==> config.mk <==
export PLATFORM = sky130hd
export DESIGN_NAME = nvm_security_and_clock_divider
export DESIGN_NICKNAME = d
export VERILOG_FILES = /design/src/include/nvm_sec_pkg.sv /design/src/core/nvm_security_and_clock_divider.sv
export SDC_FILE = /design/constraint.sdc
export NUM_CORES = 1
export LEC_CHECK = 0
export ABC_AREA = 1
export CORE_MARGIN = 2
export CORE_UTILIZATION = 50
export CTS_CLUSTER_SIZE = 24
export DETAILED_ROUTE_END_ITERATION = 8
export DONT_BUFFER_PORTS = 1
export GPL_ROUTABILITY_DRIVEN = 0
export GPL_TIMING_DRIVEN = 0
export MAX_ROUTING_LAYER = met4
export PLACE_DENSITY_LB_ADDON = 0.25
export SKIP_CTS_REPAIR_TIMING = 1
export SYNTH_ARGS = -nofsm -noshare
export SYNTH_HDL_FRONTEND = slang
export SYNTH_SLANG_ARGS = --single-unit
==> constraint.sdc <==
create_clock -name sys_clk_in -period 1.83 [get_ports sys_clk_in]
set_input_delay 0.0915 -clock sys_clk_in [delete_from_list [all_inputs] [get_ports sys_clk_in]]
set_output_delay 0.0915 -clock sys_clk_in [all_outputs]
set_load 0.05 [all_outputs]
==> src/include/nvm_sec_pkg.sv <==
/*
 Package for the nonvolatile memory security and clock divider block:
 register offsets, field positions, reset values, bus carrier structs.
 Assumes a single bus clock domain and byte-wide registers.
*/
package nvm_sec_pkg;
    // Register offsets on the plain register port (byte index)
    localparam logic [3:0] REG_CLOCK_DIVIDER  = 4'h0;
    localparam logic [3:0] REG_OPTIONS        = 4'h1;
    localparam logic [3:0] REG_CONFIG         = 4'h2;
    localparam logic [3:0] REG_PROTECTION     = 4'h3;
    localparam logic [3:0] REG_STATUS         = 4'h4;
    localparam logic [3:0] REG_EE_ERASE       = 4'h5;

    // Field positions
    localparam int DIVIDER_LOADED_FLAG_BIT     = 7;
    localparam int PRESCALE_BIT  = 6;
    localparam int BACKDOOR_ENABLE_BIT_BIT     = 7;
    localparam int SECMODE_BIT   = 5;
    localparam int PAGESEL_BIT   = 6;
    localparam int KEY_ACCESS_ENABLE_BIT_BIT    = 5;

    localparam logic [1:0] SEC_UNSECURED = 2'h1 << 1;
    localparam logic [7:0] CLKDIV_RESET  = 8'h00;
    localparam logic [7:0] CONFIG_RESET  = 8'h00;
    localparam logic [5:0] PRE8_COUNT    = 6'h07;
    localparam logic [2:0] KEY_BYTES     = 3'h7;
    localparam int         EE_PAGE_BYTES = 16;

    typedef struct packed {
        logic       wr;
        logic       rd;
        logic [3:0] addr;
        logic [7:0] wdata;
    } reg_req_t;

    typedef struct packed {
        logic        valid;
        logic        wr;
        logic        from_secure;
        logic        from_debug;
        logic        is_secure_mem;
        logic        is_key_loc;
        logic [2:0]  key_idx;
        logic [7:0]  wdata;
    } mem_req_t;
endpackage : nvm_sec_pkg
==> src/core/nvm_security_and_clock_divider.sv <==
/*
 Security gate, backdoor key unlock, EEPROM page mapping and program/erase
 timebase divider for an on-chip nonvolatile memory controller.
 Assumes the command sequencer reports blank check results and drives
 sector erase requests; nonvolatile option bytes are stable during reset.
*/
// Our own choices: the placing of the registers and strobed register access.
`timescale 1ns/1ps
`default_nettype none
module nvm_security_and_clock_divider (
    input  wire logic                   sys_clk_in,
    input  wire logic                   reset_n_in,
    input  wire nvm_sec_pkg::reg_req_t  reg_req_in,
    input  wire logic                   reg_from_debug_in,
    output logic [7:0]                  reg_rdata_out,
    input  wire logic [7:0]             nonvolatile_options_byte_in,
    input  wire logic [7:0]             nonvolatile_protect_in,
    input  wire logic [63:0]            stored_unlock_key_in,
    input  wire logic                   background_pin_in,
    input  wire nvm_sec_pkg::mem_req_t  mem_req_in,
    input  wire logic [7:0]             mem_rdata_in,
    output logic                        mem_wr_out,
    output logic                        mem_key_swallow_out,
    output logic [7:0]                  mem_rdata_out,
    input  wire logic                   blank_check_done_in,
    input  wire logic                   flash_blank_in,
    input  wire logic                   ee_erase_req_in,
    input  wire logic [3:0]             ee_sector_in,
    output logic [2*nvm_sec_pkg::EE_PAGE_BYTES-1:0] ee_erase_mask_out,
    output logic                        eeprom_page_select_out,
    output logic                        secure_out,
    output logic                        debug_enable_allowed_out,
    output logic                        active_background_out,
    output logic                        program_erase_enable_out,
    output logic                        memory_timebase_pulse_out
);
    localparam int EE_ERASE_W = 2 * nvm_sec_pkg::EE_PAGE_BYTES;

    logic [7:0] working_options_register_q;
    logic [7:0] working_protection_register_q;
    logic [7:0] memory_config_register_q;
    logic [7:0] nvm_clock_divider_q;
    logic       opts_loaded_q;
    logic       unlocked_q;
    logic [63:0] key_buf_q;
    logic [7:0]  key_seen_q;
    logic        key_order_ok_q;
    logic [2:0]  key_next_q;
    logic        background_pin_s1_q;
    logic        background_pin_s2_q;
    logic        background_pin_s3_q;
    logic        bg_capture_q;
    logic        active_background_q;
    logic [2:0]  pre_cnt_q;
    logic [5:0]  div_cnt_q;
    logic        pulse_q;
    logic [7:0]  rdata_q;
    logic [EE_ERASE_W-1:0] erase_mask_q;

    logic [1:0] security_state_field;
    logic       backdoor_enable_bit;
    logic       eeprom_sector_mode;
    logic       eeprom_page_select;
    logic       key_access_enable_bit;
    logic       secure;
    logic       block_access;
    logic       key_write;
    logic       key_match;
    logic       pre_tick;
    logic [7:0] options_view;
    logic [7:0] status_byte;

    function automatic logic is_secure_state(input logic [1:0] sec);
        return sec != nvm_sec_pkg::SEC_UNSECURED;
    endfunction : is_secure_state

    function automatic logic reg_hit(input nvm_sec_pkg::reg_req_t r, input logic [3:0] a);
        return r.wr && (r.addr == a);
    endfunction : reg_hit

    assign security_state_field  = unlocked_q ? nvm_sec_pkg::SEC_UNSECURED
                                              : working_options_register_q[1:0];
    assign backdoor_enable_bit   = working_options_register_q[nvm_sec_pkg::BACKDOOR_ENABLE_BIT_BIT];
    assign eeprom_sector_mode    = working_options_register_q[nvm_sec_pkg::SECMODE_BIT];
    assign eeprom_page_select    = memory_config_register_q[nvm_sec_pkg::PAGESEL_BIT];
    assign key_access_enable_bit = memory_config_register_q[nvm_sec_pkg::KEY_ACCESS_ENABLE_BIT_BIT];
    assign secure = is_secure_state(security_state_field);

    // All eight bytes, in order, equal to the stored key
    assign key_match = backdoor_enable_bit && (&key_seen_q) && key_order_ok_q
                       && (key_buf_q == stored_unlock_key_in);
    assign options_view = {working_options_register_q[7:2], security_state_field};

    // Status view: strap, unlocked, divider loaded, secure from bit 3 down
    assign status_byte  = {4'h0, active_background_q, unlocked_q,
                           nvm_clock_divider_q[nvm_sec_pkg::DIVIDER_LOADED_FLAG_BIT], secure};

    // Block unsecured sources; secure code passes
    assign block_access = secure && mem_req_in.is_secure_mem
                          && (!mem_req_in.from_secure || mem_req_in.from_debug);
    // Key capture path; only secure code, never debug
    assign key_write = mem_req_in.valid && mem_req_in.wr && mem_req_in.is_key_loc
                       && key_access_enable_bit && backdoor_enable_bit
                       && mem_req_in.from_secure && !mem_req_in.from_debug;

    assign mem_key_swallow_out = key_write;
    assign mem_wr_out = mem_req_in.valid && mem_req_in.wr && !block_access && !key_write;
    // Combinational so the read data line up with the memory's own read data
    assign mem_rdata_out = block_access ? 8'h00 : mem_rdata_in;

    // First edge after reset is the load strobe for both option copies
    always_ff @(posedge sys_clk_in) begin
        if (!reset_n_in) begin
            opts_loaded_q <= 1'b0;
        end else begin
            opts_loaded_q <= 1'b1;
        end
    end

    // Options copied at reset; no software write path
    always_ff @(posedge sys_clk_in) begin
        if (!reset_n_in) begin
            working_options_register_q <= 8'h00;
        end else if (!opts_loaded_q) begin
            working_options_register_q <= nonvolatile_options_byte_in;
        end
    end

    // Protection copy at reset; only debug writes change it
    always_ff @(posedge sys_clk_in) begin
        if (!reset_n_in) begin
            working_protection_register_q <= 8'h00;
        end else if (!opts_loaded_q) begin
            working_protection_register_q <= nonvolatile_protect_in;
        end else if (reg_hit(reg_req_in, nvm_sec_pkg::REG_PROTECTION) && reg_from_debug_in) begin
            working_protection_register_q <= reg_req_in.wdata;
        end
    end

    // Page select and key access live in the config register
    always_ff @(posedge sys_clk_in) begin
        if (!reset_n_in) begin
            memory_config_register_q <= nvm_sec_pkg::CONFIG_RESET;
        end else if (reg_hit(reg_req_in, nvm_sec_pkg::REG_CONFIG)) begin
            memory_config_register_q <= {1'b0, reg_req_in.wdata[6:5], 5'h00};
        end
    end

    // Store compare byte, first location in the top byte
    // Buffer is not cleared between attempts; the seen mask guards stale bytes
    always_ff @(posedge sys_clk_in) begin
        if (!reset_n_in) begin
            key_buf_q <= 64'h0000_0000_0000_0000;
        end else if (key_write) begin
            key_buf_q[8*(7-mem_req_in.key_idx) +: 8] <= mem_req_in.wdata;
        end
    end

    // Bytes seen since key access was set; a gap spoils the compare
    always_ff @(posedge sys_clk_in) begin
        if (!reset_n_in) begin
            key_seen_q <= 8'h00;
        end else if (!key_access_enable_bit) begin
            key_seen_q <= 8'h00;
        end else if (key_write) begin
            key_seen_q[mem_req_in.key_idx] <= 1'b1;
        end
    end

    // Out-of-order entry spoils the compare
    always_ff @(posedge sys_clk_in) begin
        if (!reset_n_in) begin
            key_order_ok_q <= 1'b1;
            key_next_q     <= 3'h0;
        end else if (!key_access_enable_bit) begin
            key_order_ok_q <= 1'b1;
            key_next_q     <= 3'h0;
        end else if (key_write) begin
            key_next_q <= mem_req_in.key_idx + 3'h1;
            if (mem_req_in.key_idx != key_next_q) begin
                key_order_ok_q <= 1'b0;
            end
        end
    end

    // Unlock latch held until reset
    always_ff @(posedge sys_clk_in) begin
        if (!reset_n_in) begin
            unlocked_q <= 1'b0;
        end else if (blank_check_done_in && flash_blank_in && opts_loaded_q) begin
            unlocked_q <= 1'b1;
        end else if (reg_hit(reg_req_in, nvm_sec_pkg::REG_CONFIG) && key_access_enable_bit
                     && !reg_req_in.wdata[nvm_sec_pkg::KEY_ACCESS_ENABLE_BIT_BIT]) begin
            // Full match on key access clear; needs enable
            // Partial or wrong key leaves state alone
            if (key_match) begin
                unlocked_q <= 1'b1;
            end
        end
    end

    // Chain runs through reset, so it holds the strap level at release
    always_ff @(posedge sys_clk_in) begin
        background_pin_s1_q <= background_pin_in;
        background_pin_s2_q <= background_pin_s1_q;
        background_pin_s3_q <= background_pin_s2_q;
    end

    // Strap caught once, on the edge after the options load
    always_ff @(posedge sys_clk_in) begin
        if (!reset_n_in) begin
            bg_capture_q        <= 1'b0;
            active_background_q <= 1'b0;
        end else if (!bg_capture_q && opts_loaded_q && background_pin_s2_q == background_pin_s3_q) begin
            bg_capture_q        <= 1'b1;
            active_background_q <= !background_pin_s3_q;
        end
    end

    // Flag on first write; fields write once
    // Later writes drop out so a runaway program cannot retune the timebase
    always_ff @(posedge sys_clk_in) begin
        if (!reset_n_in) begin
            nvm_clock_divider_q <= nvm_sec_pkg::CLKDIV_RESET;
        end else if (reg_hit(reg_req_in, nvm_sec_pkg::REG_CLOCK_DIVIDER)
                     && !nvm_clock_divider_q[nvm_sec_pkg::DIVIDER_LOADED_FLAG_BIT]) begin
            nvm_clock_divider_q <= {1'b1, reg_req_in.wdata[6:0]};
        end
    end

    // Divide-by-eight tick ahead of the divisor, or every cycle
    assign pre_tick = nvm_clock_divider_q[nvm_sec_pkg::DIVIDER_LOADED_FLAG_BIT]
                      && (!nvm_clock_divider_q[nvm_sec_pkg::PRESCALE_BIT]
                          || pre_cnt_q == nvm_sec_pkg::PRE8_COUNT[2:0]);

    always_ff @(posedge sys_clk_in) begin
        if (!reset_n_in) begin
            pre_cnt_q <= 3'h0;
        end else if (pre_tick) begin
            pre_cnt_q <= 3'h0;
        end else if (nvm_clock_divider_q[nvm_sec_pkg::DIVIDER_LOADED_FLAG_BIT]) begin
            pre_cnt_q <= pre_cnt_q + 3'h1;
        end
    end

    // Divisor plus one ticks per period
    always_ff @(posedge sys_clk_in) begin
        if (!reset_n_in) begin
            div_cnt_q <= 6'h00;
        end else if (pre_tick) begin
            if (div_cnt_q == nvm_clock_divider_q[5:0]) begin
                div_cnt_q <= 6'h00;
            end else begin
                div_cnt_q <= div_cnt_q + 6'h01;
            end
        end
    end

    // One-cycle pulse closes each timebase period
    always_ff @(posedge sys_clk_in) begin
        if (!reset_n_in) begin
            pulse_q <= 1'b0;
        end else begin
            pulse_q <= pre_tick && (div_cnt_q == nvm_clock_divider_q[5:0]);
        end
    end

    // Four-byte mode clears both pages; eight-byte foreground only
    always_ff @(posedge sys_clk_in) begin
        if (!reset_n_in) begin
            erase_mask_q <= '0;
        end else begin
            erase_mask_q <= '0;
            // No erase until the divider is loaded
            if (ee_erase_req_in && nvm_clock_divider_q[nvm_sec_pkg::DIVIDER_LOADED_FLAG_BIT]) begin
                if (!eeprom_sector_mode) begin
                    erase_mask_q[ee_sector_in[1:0]*4 +: 4] <= 4'hf;
                    erase_mask_q[nvm_sec_pkg::EE_PAGE_BYTES
                                 + ee_sector_in[1:0]*4 +: 4] <= 4'hf;
                end else begin
                    // Only the foreground page is touched
                    erase_mask_q[(eeprom_page_select ? nvm_sec_pkg::EE_PAGE_BYTES : 0)
                                 + ee_sector_in[0]*8 +: 8] <= 8'hff;
                end
            end
        end
    end

    // Register read port, data one cycle after the strobe
    always_ff @(posedge sys_clk_in) begin
        if (!reset_n_in) begin
            rdata_q <= 8'h00;
        end else if (reg_req_in.rd) begin
            case (reg_req_in.addr)
                nvm_sec_pkg::REG_CLOCK_DIVIDER: rdata_q <= nvm_clock_divider_q;
                nvm_sec_pkg::REG_OPTIONS:       rdata_q <= options_view;
                nvm_sec_pkg::REG_CONFIG:        rdata_q <= memory_config_register_q;
                nvm_sec_pkg::REG_PROTECTION:    rdata_q <= working_protection_register_q;
                nvm_sec_pkg::REG_STATUS:        rdata_q <= status_byte;
                default:                        rdata_q <= 8'h00;
            endcase
        end else begin
            rdata_q <= 8'h00;
        end
    end

    assign reg_rdata_out             = rdata_q;
    assign ee_erase_mask_out         = erase_mask_q;
    assign eeprom_page_select_out    = eeprom_page_select;
    assign secure_out                = secure;
    // Debug module locked out while secure
    assign debug_enable_allowed_out  = !secure;
    assign active_background_out     = active_background_q;
    // Program and erase gated by divider loaded
    assign program_erase_enable_out  = nvm_clock_divider_q[nvm_sec_pkg::DIVIDER_LOADED_FLAG_BIT];
    assign memory_timebase_pulse_out = pulse_q;
endmodule : nvm_security_and_clock_divider
`default_nettype wire

== After elaboration in Yosys (flattened, before gate mapping) ==
Index checks and enable logic that the tools add are counted.

* Flip-flop bits (word level): 159
* Bits of input ports: 130
* Word-level logic and storage cells: 121

* $add $sub $neg: 10
* Order comparisons: 2
* Eq/ne operators: 11
* Shift-type cells: 8
* Muxes and demuxes: 16
* Bitwise operators: 4
* Reductions and logical operators: 50

{| class="wikitable"
|+ Operator list
! operator !! count
|-
| $neg A6 Y34 || 2
|-
| $shift A4 B34 Y32 const A || 2
|-
| $shiftx A4 B34 Y32 const A || 2
|-
| $and A32 B32 Y32 || 2
|-
| $bwmux W64 || 1
|-
| $eq A64 B64 Y1 || 1
|-
| $shift A8 B34 Y64 const A || 1
|-
| $shiftx A8 B34 Y64 || 1
|-
| $pmux W8 S5 || 1
|-
| $neg A32 Y34 || 1
|-
| $neg A4 Y34 || 1
|-
| $shift A8 B34 Y32 const A || 1
|-
| $shiftx A8 B34 Y32 const A || 1
|-
| $bwmux W32 || 1
|-
| $mux W32 || 1
|-
| $logic_and A1 B1 Y1 || 28
|-
| $mux W8 || 3
|-
| $logic_not A1 Y1 || 10
|-
| $reduce_and A2 Y1 || 5
|-
| $eq A4 B2 Y1 const B || 2
|-
| $or A8 B8 Y8 || 1
|-
| $reduce_and A8 Y1 || 1
|-
| $add A3 B1 Y3 const B || 2
|-
| $add A5 B4 Y6 || 1
|-
| other kinds (23) || 29
|}

== Depth between registers and ports, before layout ==
Gate-level depths: netlist of run 1.

* Depth after elaboration: 8
* Depth in mapped cells: 10
* Depth with buffers taken out: 10

== Worst setup path after synthesis of run 1 ==
OpenSTA, ideal clock, no wires.

* Path kind: reg-to-output
* From: register working_options_register_q[1]
* To: output mem_wr_out
* Arrival time: 3.131 ns
* Data required time: 1.738 ns
* Setup slack: -1.392 ns
* Cell stages (with the launch flop): 5
* Path through: dfxtp_1 inv_1 o21ai_0 nor2_1 nor3_1

* Cells in the longest elaborated chain, start to end: 7

{| class="wikitable"
|+ RTL lines
! what !! RTL line !! source
|-
| from (decl) || nvm_security_and_clock_divider.sv:39 || <nowiki>logic [7:0] working_options_register_q;</nowiki>
|-
| from (signal assigned) || nvm_security_and_clock_divider.sv:125 || <nowiki>working_options_register_q <= nonvolatile_options_byte_in;</nowiki>
|-
| $mux W2 || nvm_security_and_clock_divider.sv:81 || <nowiki>assign security_state_field = unlocked_q ? nvm_sec_pkg::SEC_UNSECURED</nowiki>
|-
| $ne A2 B2 Y1 || nvm_security_and_clock_divider.sv:74 || <nowiki>return sec != nvm_sec_pkg::SEC_UNSECURED;</nowiki>
|-
| $logic_and A1 B1 Y1 || nvm_security_and_clock_divider.sv:99 || <nowiki>assign block_access = secure && mem_req_in.is_secure_mem</nowiki>
|-
| $logic_and A1 B1 Y1 || nvm_security_and_clock_divider.sv:100 || <nowiki>&& (!mem_req_in.from_secure || mem_req_in.from_debug);</nowiki>
|-
| $logic_not A1 Y1 || nvm_security_and_clock_divider.sv:107 || <nowiki>assign mem_wr_out = mem_req_in.valid && mem_req_in.wr && !block_access && !key_write;</nowiki>
|-
| $logic_and A1 B1 Y1 (2 in series) || nvm_security_and_clock_divider.sv:107 ||
|-
| to (decl) || nvm_security_and_clock_divider.sv:22 || <nowiki>output logic mem_wr_out,</nowiki>
|}

Every way passes these cells.

== Final worst setup path of run 1 ==
Ends and elaborated chain as after synthesis.

==> results of run 1 <==
[metrics by stage]
stage,worst slack [ns],cells,power (µW),setup TNS [ns]
2_1_floorplan,-0.08129,1006,3515,-0.7312
3_3_place_gp,-0.3482,1186,3642,-3.757
3_5_place_dp,-0.3613,1186,3645,-3.923
4_1_cts,-0.8052,1216,6586,-8.136
5_1_grt,-0.2862,1268,6928,-3.902
6_report,-0.2314,1268,6711,-1.833
[cell families (layout without fill, tap and decap cells)]
family | count (synthesis) | count (layout)
fa+ha+maj | 8 | 8
compound gates | 200 | 200
buf+inv | 208 | 288
simple gates | 421 | 423
xor+xnor | 34 | 34
flops | 135 | 135
[metal layers]
layer | up-vias | part of all wire, % | GRT usage (%)
met3 | 54 | 7.7 | 7.584
met1 | 3029 | 40 | 31.81
met5 | - | 0 | -
met2 | 309 | 49 | 46.80
met4 | 0 | 3.2 | 10.42
li1 | 3327 | - | -
[power groups by stage]
stage	registers [µW]	clock network, µW	logic, µW
6_report	3030	2990	697
5_1_grt	3030	3130	764
4_1_cts	3020	3000	561
3_5_place_dp	3090	0	557
3_3_place_gp	3090	0	555
2_1_floorplan	3080	0	438
[final cells by class]
type                    count  area, µm²
multi-input cells         665       3431
repair buffers             50      485.5
well taps                 180      225.2
clock buffers              25      475.5
inverters                 154      588.1
clock inverters             5      25.02
plain buffers              54      336.6
flip-flops and latches    135       2709
fillers                  1300       5444
[worst reg2reg max path: stages, from the launching register on]
cell and delay (ns):
dfxtp_1 0.74, nand4_1 0.16, dlygate4sd3_1 0.60, a41oi_1 0.20
[worst max path at each step]
stage / start / endpoint / slack [ns] / depth (start not counted)
floorplan: working_options_register_q[1] / mem_rdata_out[0] / -0.08 / 4
global placement: working_options_register_q[0] / mem_rdata_out[1] / -0.35 / 3
detailed placement: working_options_register_q[1] / mem_rdata_out[6] / -0.36 / 4
CTS: working_options_register_q[1] / mem_rdata_out[6] / -0.81 / 4
global route: working_options_register_q[1] / mem_wr_out / -0.29 / 4
finish: working_options_register_q[1] / mem_wr_out / -0.23 / 4
[state kept, by name, summed over array words and instances, names as in the netlist, 2 cells and up]
name and flops:
key_buf_q 64, ee_erase_mask_out 8, key_seen_q 8, nvm_clock_divider_q 8, reg_rdata_out 8, working_options_register_q 8
working_protection_register_q 8, div_cnt_q 6, key_next_q 3, pre_cnt_q 3, memory_config_register_q 2
[placed cells by master, fill, tap and decap left out, types with 9 or more instances in the layout]
cell type and instances:
nor2_1 124, clkbuf_16 17, xor2_1 13, a21oi_1 84, dfxtp_1 132, nand3_1 35, a31oi_1 15, dlygate4sd3_1 44
inv_1 146, clkbuf_1 23, buf_4 33, xnor2_1 21, o21ai_0 61, nor3_1 22, a211oi_2 9, nand2_1 209
==> results.sh, run 1 <==
export IMPL_power_frac_clock_pct=44.5
export IMPL_io_buffers=0
export IMPL_synth_cell_types=40
export IMPL_gr_total_overflow=0
export IMPL_cts_max_level=4
export IMPL_drc=0
export IMPL_finalSetupViolCount=19
export IMPL_wl_per_cell_um=16.39
export IMPL_grt_max_degree=17
export IMPL_finalClockSkew_ns=0.008113
export IMPL_synth_simple_area_share_pct=25.43
export IMPL_pwr_share_comb_pct=10.4
export IMPL_sequentialPowerShare_pct=45.1
export IMPL_finalCoreUtilization_pct=60.32
export IMPL_synthTopCellsByArea="dfxtp_1, nand2_1, inv_1, nor2_1, a21oi_1"
export IMPL_intPower_uw=4981
export IMPL_first_iter_violations=574
export IMPL_cts_tree="done"
export IMPL_ys_top_cells_by_count="nand2_1, inv_1, dfxtp_1"
export IMPL_synth_top_area_share_pct=39.02
export IMPL_synth_compound_area_share_pct=16.67
export IMPL_hold_path_end="key_seen_q[3]"
export IMPL_fmax_mhz=485.1
export IMPL_synth_seq_cells=135
export IMPL_grt_first_pass_wirelength_um=30660
export IMPL_dieArea_um2=14810
export IMPL_vias=6719
export IMPL_ir_worst_vdd_mv=0.6186
export IMPL_clock_path_buffers=2
export IMPL_crit_chain="inv_2 > o21ai_4 > nor2_4 > nor3_4"
export IMPL_tightest_slew_ns=0.8382
export IMPL_hold_depth=4
export IMPL_cap_violations=0
export IMPL_fin_crit_ns=2.061
export IMPL_hp_class="input pin to flop"
export IMPL_cp_required_ns=1.74
export IMPL_place_area_um2=7161
export IMPL_die_h_um=121.7
export IMPL_path_max_fanout=5
export IMPL_violations="hold timing, setup timing"
export IMPL_path_delay_family="simple AND/OR/NAND/NOR gates"
export IMPL_crit_path_top_delay_cell="nor3_4"
export IMPL_rsz0062_at_grt="true"
export IMPL_design_area_um2=8275
export IMPL_track_usage_pct=27.85
export IMPL_die_w_um=121.7
export IMPL_end_kind="output pin"
export IMPL_synthAdderAreaFrac_pct=1.445
export IMPL_viasPerCell=5.299
export IMPL_ff2ff_setup_slack_ns=0.05
export IMPL_cts_root_buf="clkbuf_16"
export IMPL_timing_reg2reg_worst_path_depth=3
export IMPL_cts_buffers=17
export IMPL_min_period_over_period_pct=112.6
export IMPL_synth_edf_count=0
export IMPL_synthXorXnorAreaFrac_pct=4.299
export IMPL_synthCells=1006
export IMPL_io_pins=186
export IMPL_final_hold_viol_count=4
export IMPL_worstSetupStartpointType="flop"
export IMPL_power_density_nw_per_um2=810.9
export IMPL_async_reset_ff_share_pct=0
export IMPL_cts_sinks=135
export IMPL_fin_hold_ws_ns=-0.01723
export IMPL_synth_top_family_by_area="simple AND/OR/NAND/NOR gates"
export IMPL_wirelength_um=20780
export IMPL_clk_pin_slew_ns=0.06
export IMPL_cp_num_buf_inv=1
export IMPL_syn_to_final_growth_pct=19.47
export IMPL_clock_insertion_delay_worst_skew_ns=0.42
export IMPL_seq_area_frac_synth_pct=39.02
export IMPL_yosys_warnings=0
export IMPL_synth_top_cell_by_area="dfxtp_1"
export IMPL_finalWorstSetupSlack_ns=-0.2314
export IMPL_syn_nets=1144
export IMPL_grt_pass1_vias=6069
export IMPL_synth_avg_cell_area_um2=6.885
export IMPL_yosysMostFrequentCell="nand2_1"
export IMPL_dp_hpwl_um=15170
export IMPL_core_area_um2=13720
export IMPL_layout_nets=1215
export IMPL_status="finished, violations left"
export IMPL_antenna_left=0
export IMPL_min_from="mem_req_in[9]"
export IMPL_leakage_uw=0.003577
export IMPL_crit_arrival_ns=1.97
export IMPL_antenna_found_initial=0
export IMPL_layout_drive_gt1_share_pct=10.66
export IMPL_switching_share_pct=25.78
export IMPL_firstDrtPassIters=5
export IMPL_initial_utilization_pct=50.49
export IMPL_row_count=43
export IMPL_slowest_delay_ns=0.52
export IMPL_worstSetupPathType="flop to output pin"
export IMPL_drv_slew=0
export IMPL_r2r_start="memory_config_register_q[6]"
export IMPL_slew_headroom_pct=44.12
export IMPL_synth_mux_area_share_pct=0
export IMPL_regToRegEndpoint="reg_rdata_out[6]"
export IMPL_syn_area_um2=6927
export IMPL_antenna_cells=0
export IMPL_p_sw_uw=1730
export IMPL_synth_ff_type="dfxtp_1"
Note: power is estimated with default switching activity, not from simulation.
==> run 2: changes to the inputs <==
Settings changed: CORE_ASPECT_RATIO set to 0.8.
==> run 2 against run 1 <==
Effect of this change:
- the flow still finishes with violations (hold timing, setup timing)
- sequential share of layout area decreased by 0.53 points
- wire length grew 1.5%
- non-clock buffer count rose by 6
- sequential cell count did not move
- fmax shrank 2.3%
==> results.sh, run 2 (synthesis gave the netlist of run 1 again) <==
export IMPL_ir_worst_vdd_mv=0.7495
export IMPL_ff_latch_area_um2=2709
export IMPL_row_count=38
export IMPL_leakage_uw=0.003640
export IMPL_status="finished, violations left"
export IMPL_io_pins=186
export IMPL_grt_pass1_vias=5620
export IMPL_syn_to_final_growth_pct=21.42
export IMPL_initial_utilization_pct=51.12
export IMPL_total_power_uw=7023
export IMPL_layout_commonest_cell="nand2_1"
export IMPL_ff2ff_setup_slack_ns=0.05
export IMPL_finalWorstSetupSlack_ns=-0.2793
export IMPL_multiInputGateArea_um2=3461
export IMPL_clk_pin_slew_ns=0.06
export IMPL_vias=6814
export IMPL_track_usage_pct=27.50
export IMPL_grt_max_degree=17
export IMPL_worstSetupStartpointType="flop"
export IMPL_r2r_start="memory_config_register_q[5]"
export IMPL_drv_slew=0
export IMPL_fin_crit_ns=2.109
export IMPL_cts_root_buf="clkbuf_16"
export IMPL_layout_nets=1220
export IMPL_finalSetupViolCount=17
export IMPL_min_period_over_period_pct=115.3
export IMPL_design_area_um2=8411
export IMPL_antenna_cells=0
export IMPL_fillers=1181
export IMPL_antenna_left=0
export IMPL_tightest_slew_ns=0.8158
export IMPL_critical_path_endpoint="mem_wr_out"
export IMPL_place_area_um2=7161
export IMPL_clock_path_buffers=2
export IMPL_hp_class="input pin to flop"
export IMPL_first_iter_violations=748
export IMPL_die_w_um=135.6
export IMPL_core_area_um2=13550
export IMPL_fin_hold_ws_ns=-0.03117
export IMPL_path_max_fanout=5
export IMPL_end_kind="output pin"
export IMPL_cts_buffers=17
export IMPL_violations="hold timing, setup timing"
export IMPL_timing_reg2reg_worst_path_depth=7
export IMPL_io_buffers=0
export IMPL_clock_insertion_delay_worst_skew_ns=0.43
export IMPL_final_hold_viol_count=4
export IMPL_cts_max_level=4
export IMPL_fmax_mhz=474.1
export IMPL_firstDrtPassIters=8
export IMPL_cts_sinks=135
export IMPL_drc=0
export IMPL_cts_tree="done"
export IMPL_dieArea_um2=14820
export IMPL_regToRegEndpoint="key_buf_q[10]"
export IMPL_gr_total_overflow=0
export IMPL_wl_per_cell_um=16.59
export IMPL_wirelength_um=21090
export IMPL_final_cell_mix="nand2_1, inv_1, dfxtp_1"
export IMPL_die_h_um=109.3
export IMPL_layout_drive_gt1_share_pct=10.91
export IMPL_crit_arrival_ns=2.02
export IMPL_rsz0062_at_grt="true"
export IMPL_crit_start="working_options_register_q[0]"
export IMPL_grt_first_pass_wirelength_um=29410
export IMPL_power_density_nw_per_um2=835.0
export IMPL_cp_required_ns=1.74
export IMPL_viasPerCell=5.361
export IMPL_cap_violations=0
export IMPL_regMostFlops="key_buf_q"
export IMPL_worstSetupPathType="flop to output pin"
export IMPL_finalClockSkew_ns=0.009049
export IMPL_slew_headroom_pct=45.62
export IMPL_largest_reg_flops=64
export IMPL_antenna_found_initial=0
export IMPL_dp_hpwl_um=15160
[run 2: cell count changes in the layout (fill, tap and decap cells not counted), sizes merged]
cell         delta
inv             -1
bufinv          +2
dlygate4sd3     +1
clkbuf          -3
nand3           -1
clkinv          -1
buf             +6
[run 2: worst max-delay path: stages (launching register included)]
cell     delay (ns)
dfxtp_1        0.34
o21ai_4        0.55
nor2_4         0.18
nor3_4         0.51
[run 2: stage by stage]
stage / util, % / cells / hold slack [ns] / TNS [ns] / setup WS [ns]
detailed placement: 52.84 / 1186 / 0.1193 / -6.130 / -0.4374
global route: 62.07 / 1271 / 0.001762 / -3.017 / -0.2895
CTS: 56.85 / 1214 / -0.3276 / -11.16 / -0.9069
floorplan: - / 1006 / 0.1192 / -0.7312 / -0.08129
finish: 62.07 / 1271 / -0.03117 / -1.961 / -0.2793
global placement: 52.84 / 1186 / 0.1193 / -6.573 / -0.4248
[run 2: how the worst min path moves through the flow]
stage | to | start | cells after the start
floorplan | background_pin_s1_q | background_pin_in | 0
global placement | background_pin_s1_q | background_pin_in | 0
detailed placement | background_pin_s1_q | background_pin_in | 0
CTS | background_pin_s1_q | background_pin_in | 0
global route | unlocked_q | blank_check_done_in | 4
finish | key_seen_q[3] | mem_req_in[9] | 4
[run 2: cell type report]
class                   instances  area share [%]
flip-flops and latches        135           32.21
clock buffers                  23           5.564
well taps                     180           2.678
clock inverters                 5          0.8926
plain buffers                  54           4.046
inverters                     154           6.932
multi-input cells             664           41.15
repair buffers                 56           6.531
[run 2: power by group]
group / total (µW) / internal, µW / switching (µW)
logic: 732 / 241 / 491
clock network: 3260 / 2040 / 1230
registers: 3030 / 2980 / 46.8
total: 7020 / 5260 / 1760
[run 2: layer usage]
layer,track usage [%],part of all wire [%],up-vias
li1,-,-,3346
met1,37.72,44,3035
met2,37.55,41,365
met3,9.437,12,68
met4,9.301,3.2,0
met5,-,0,-
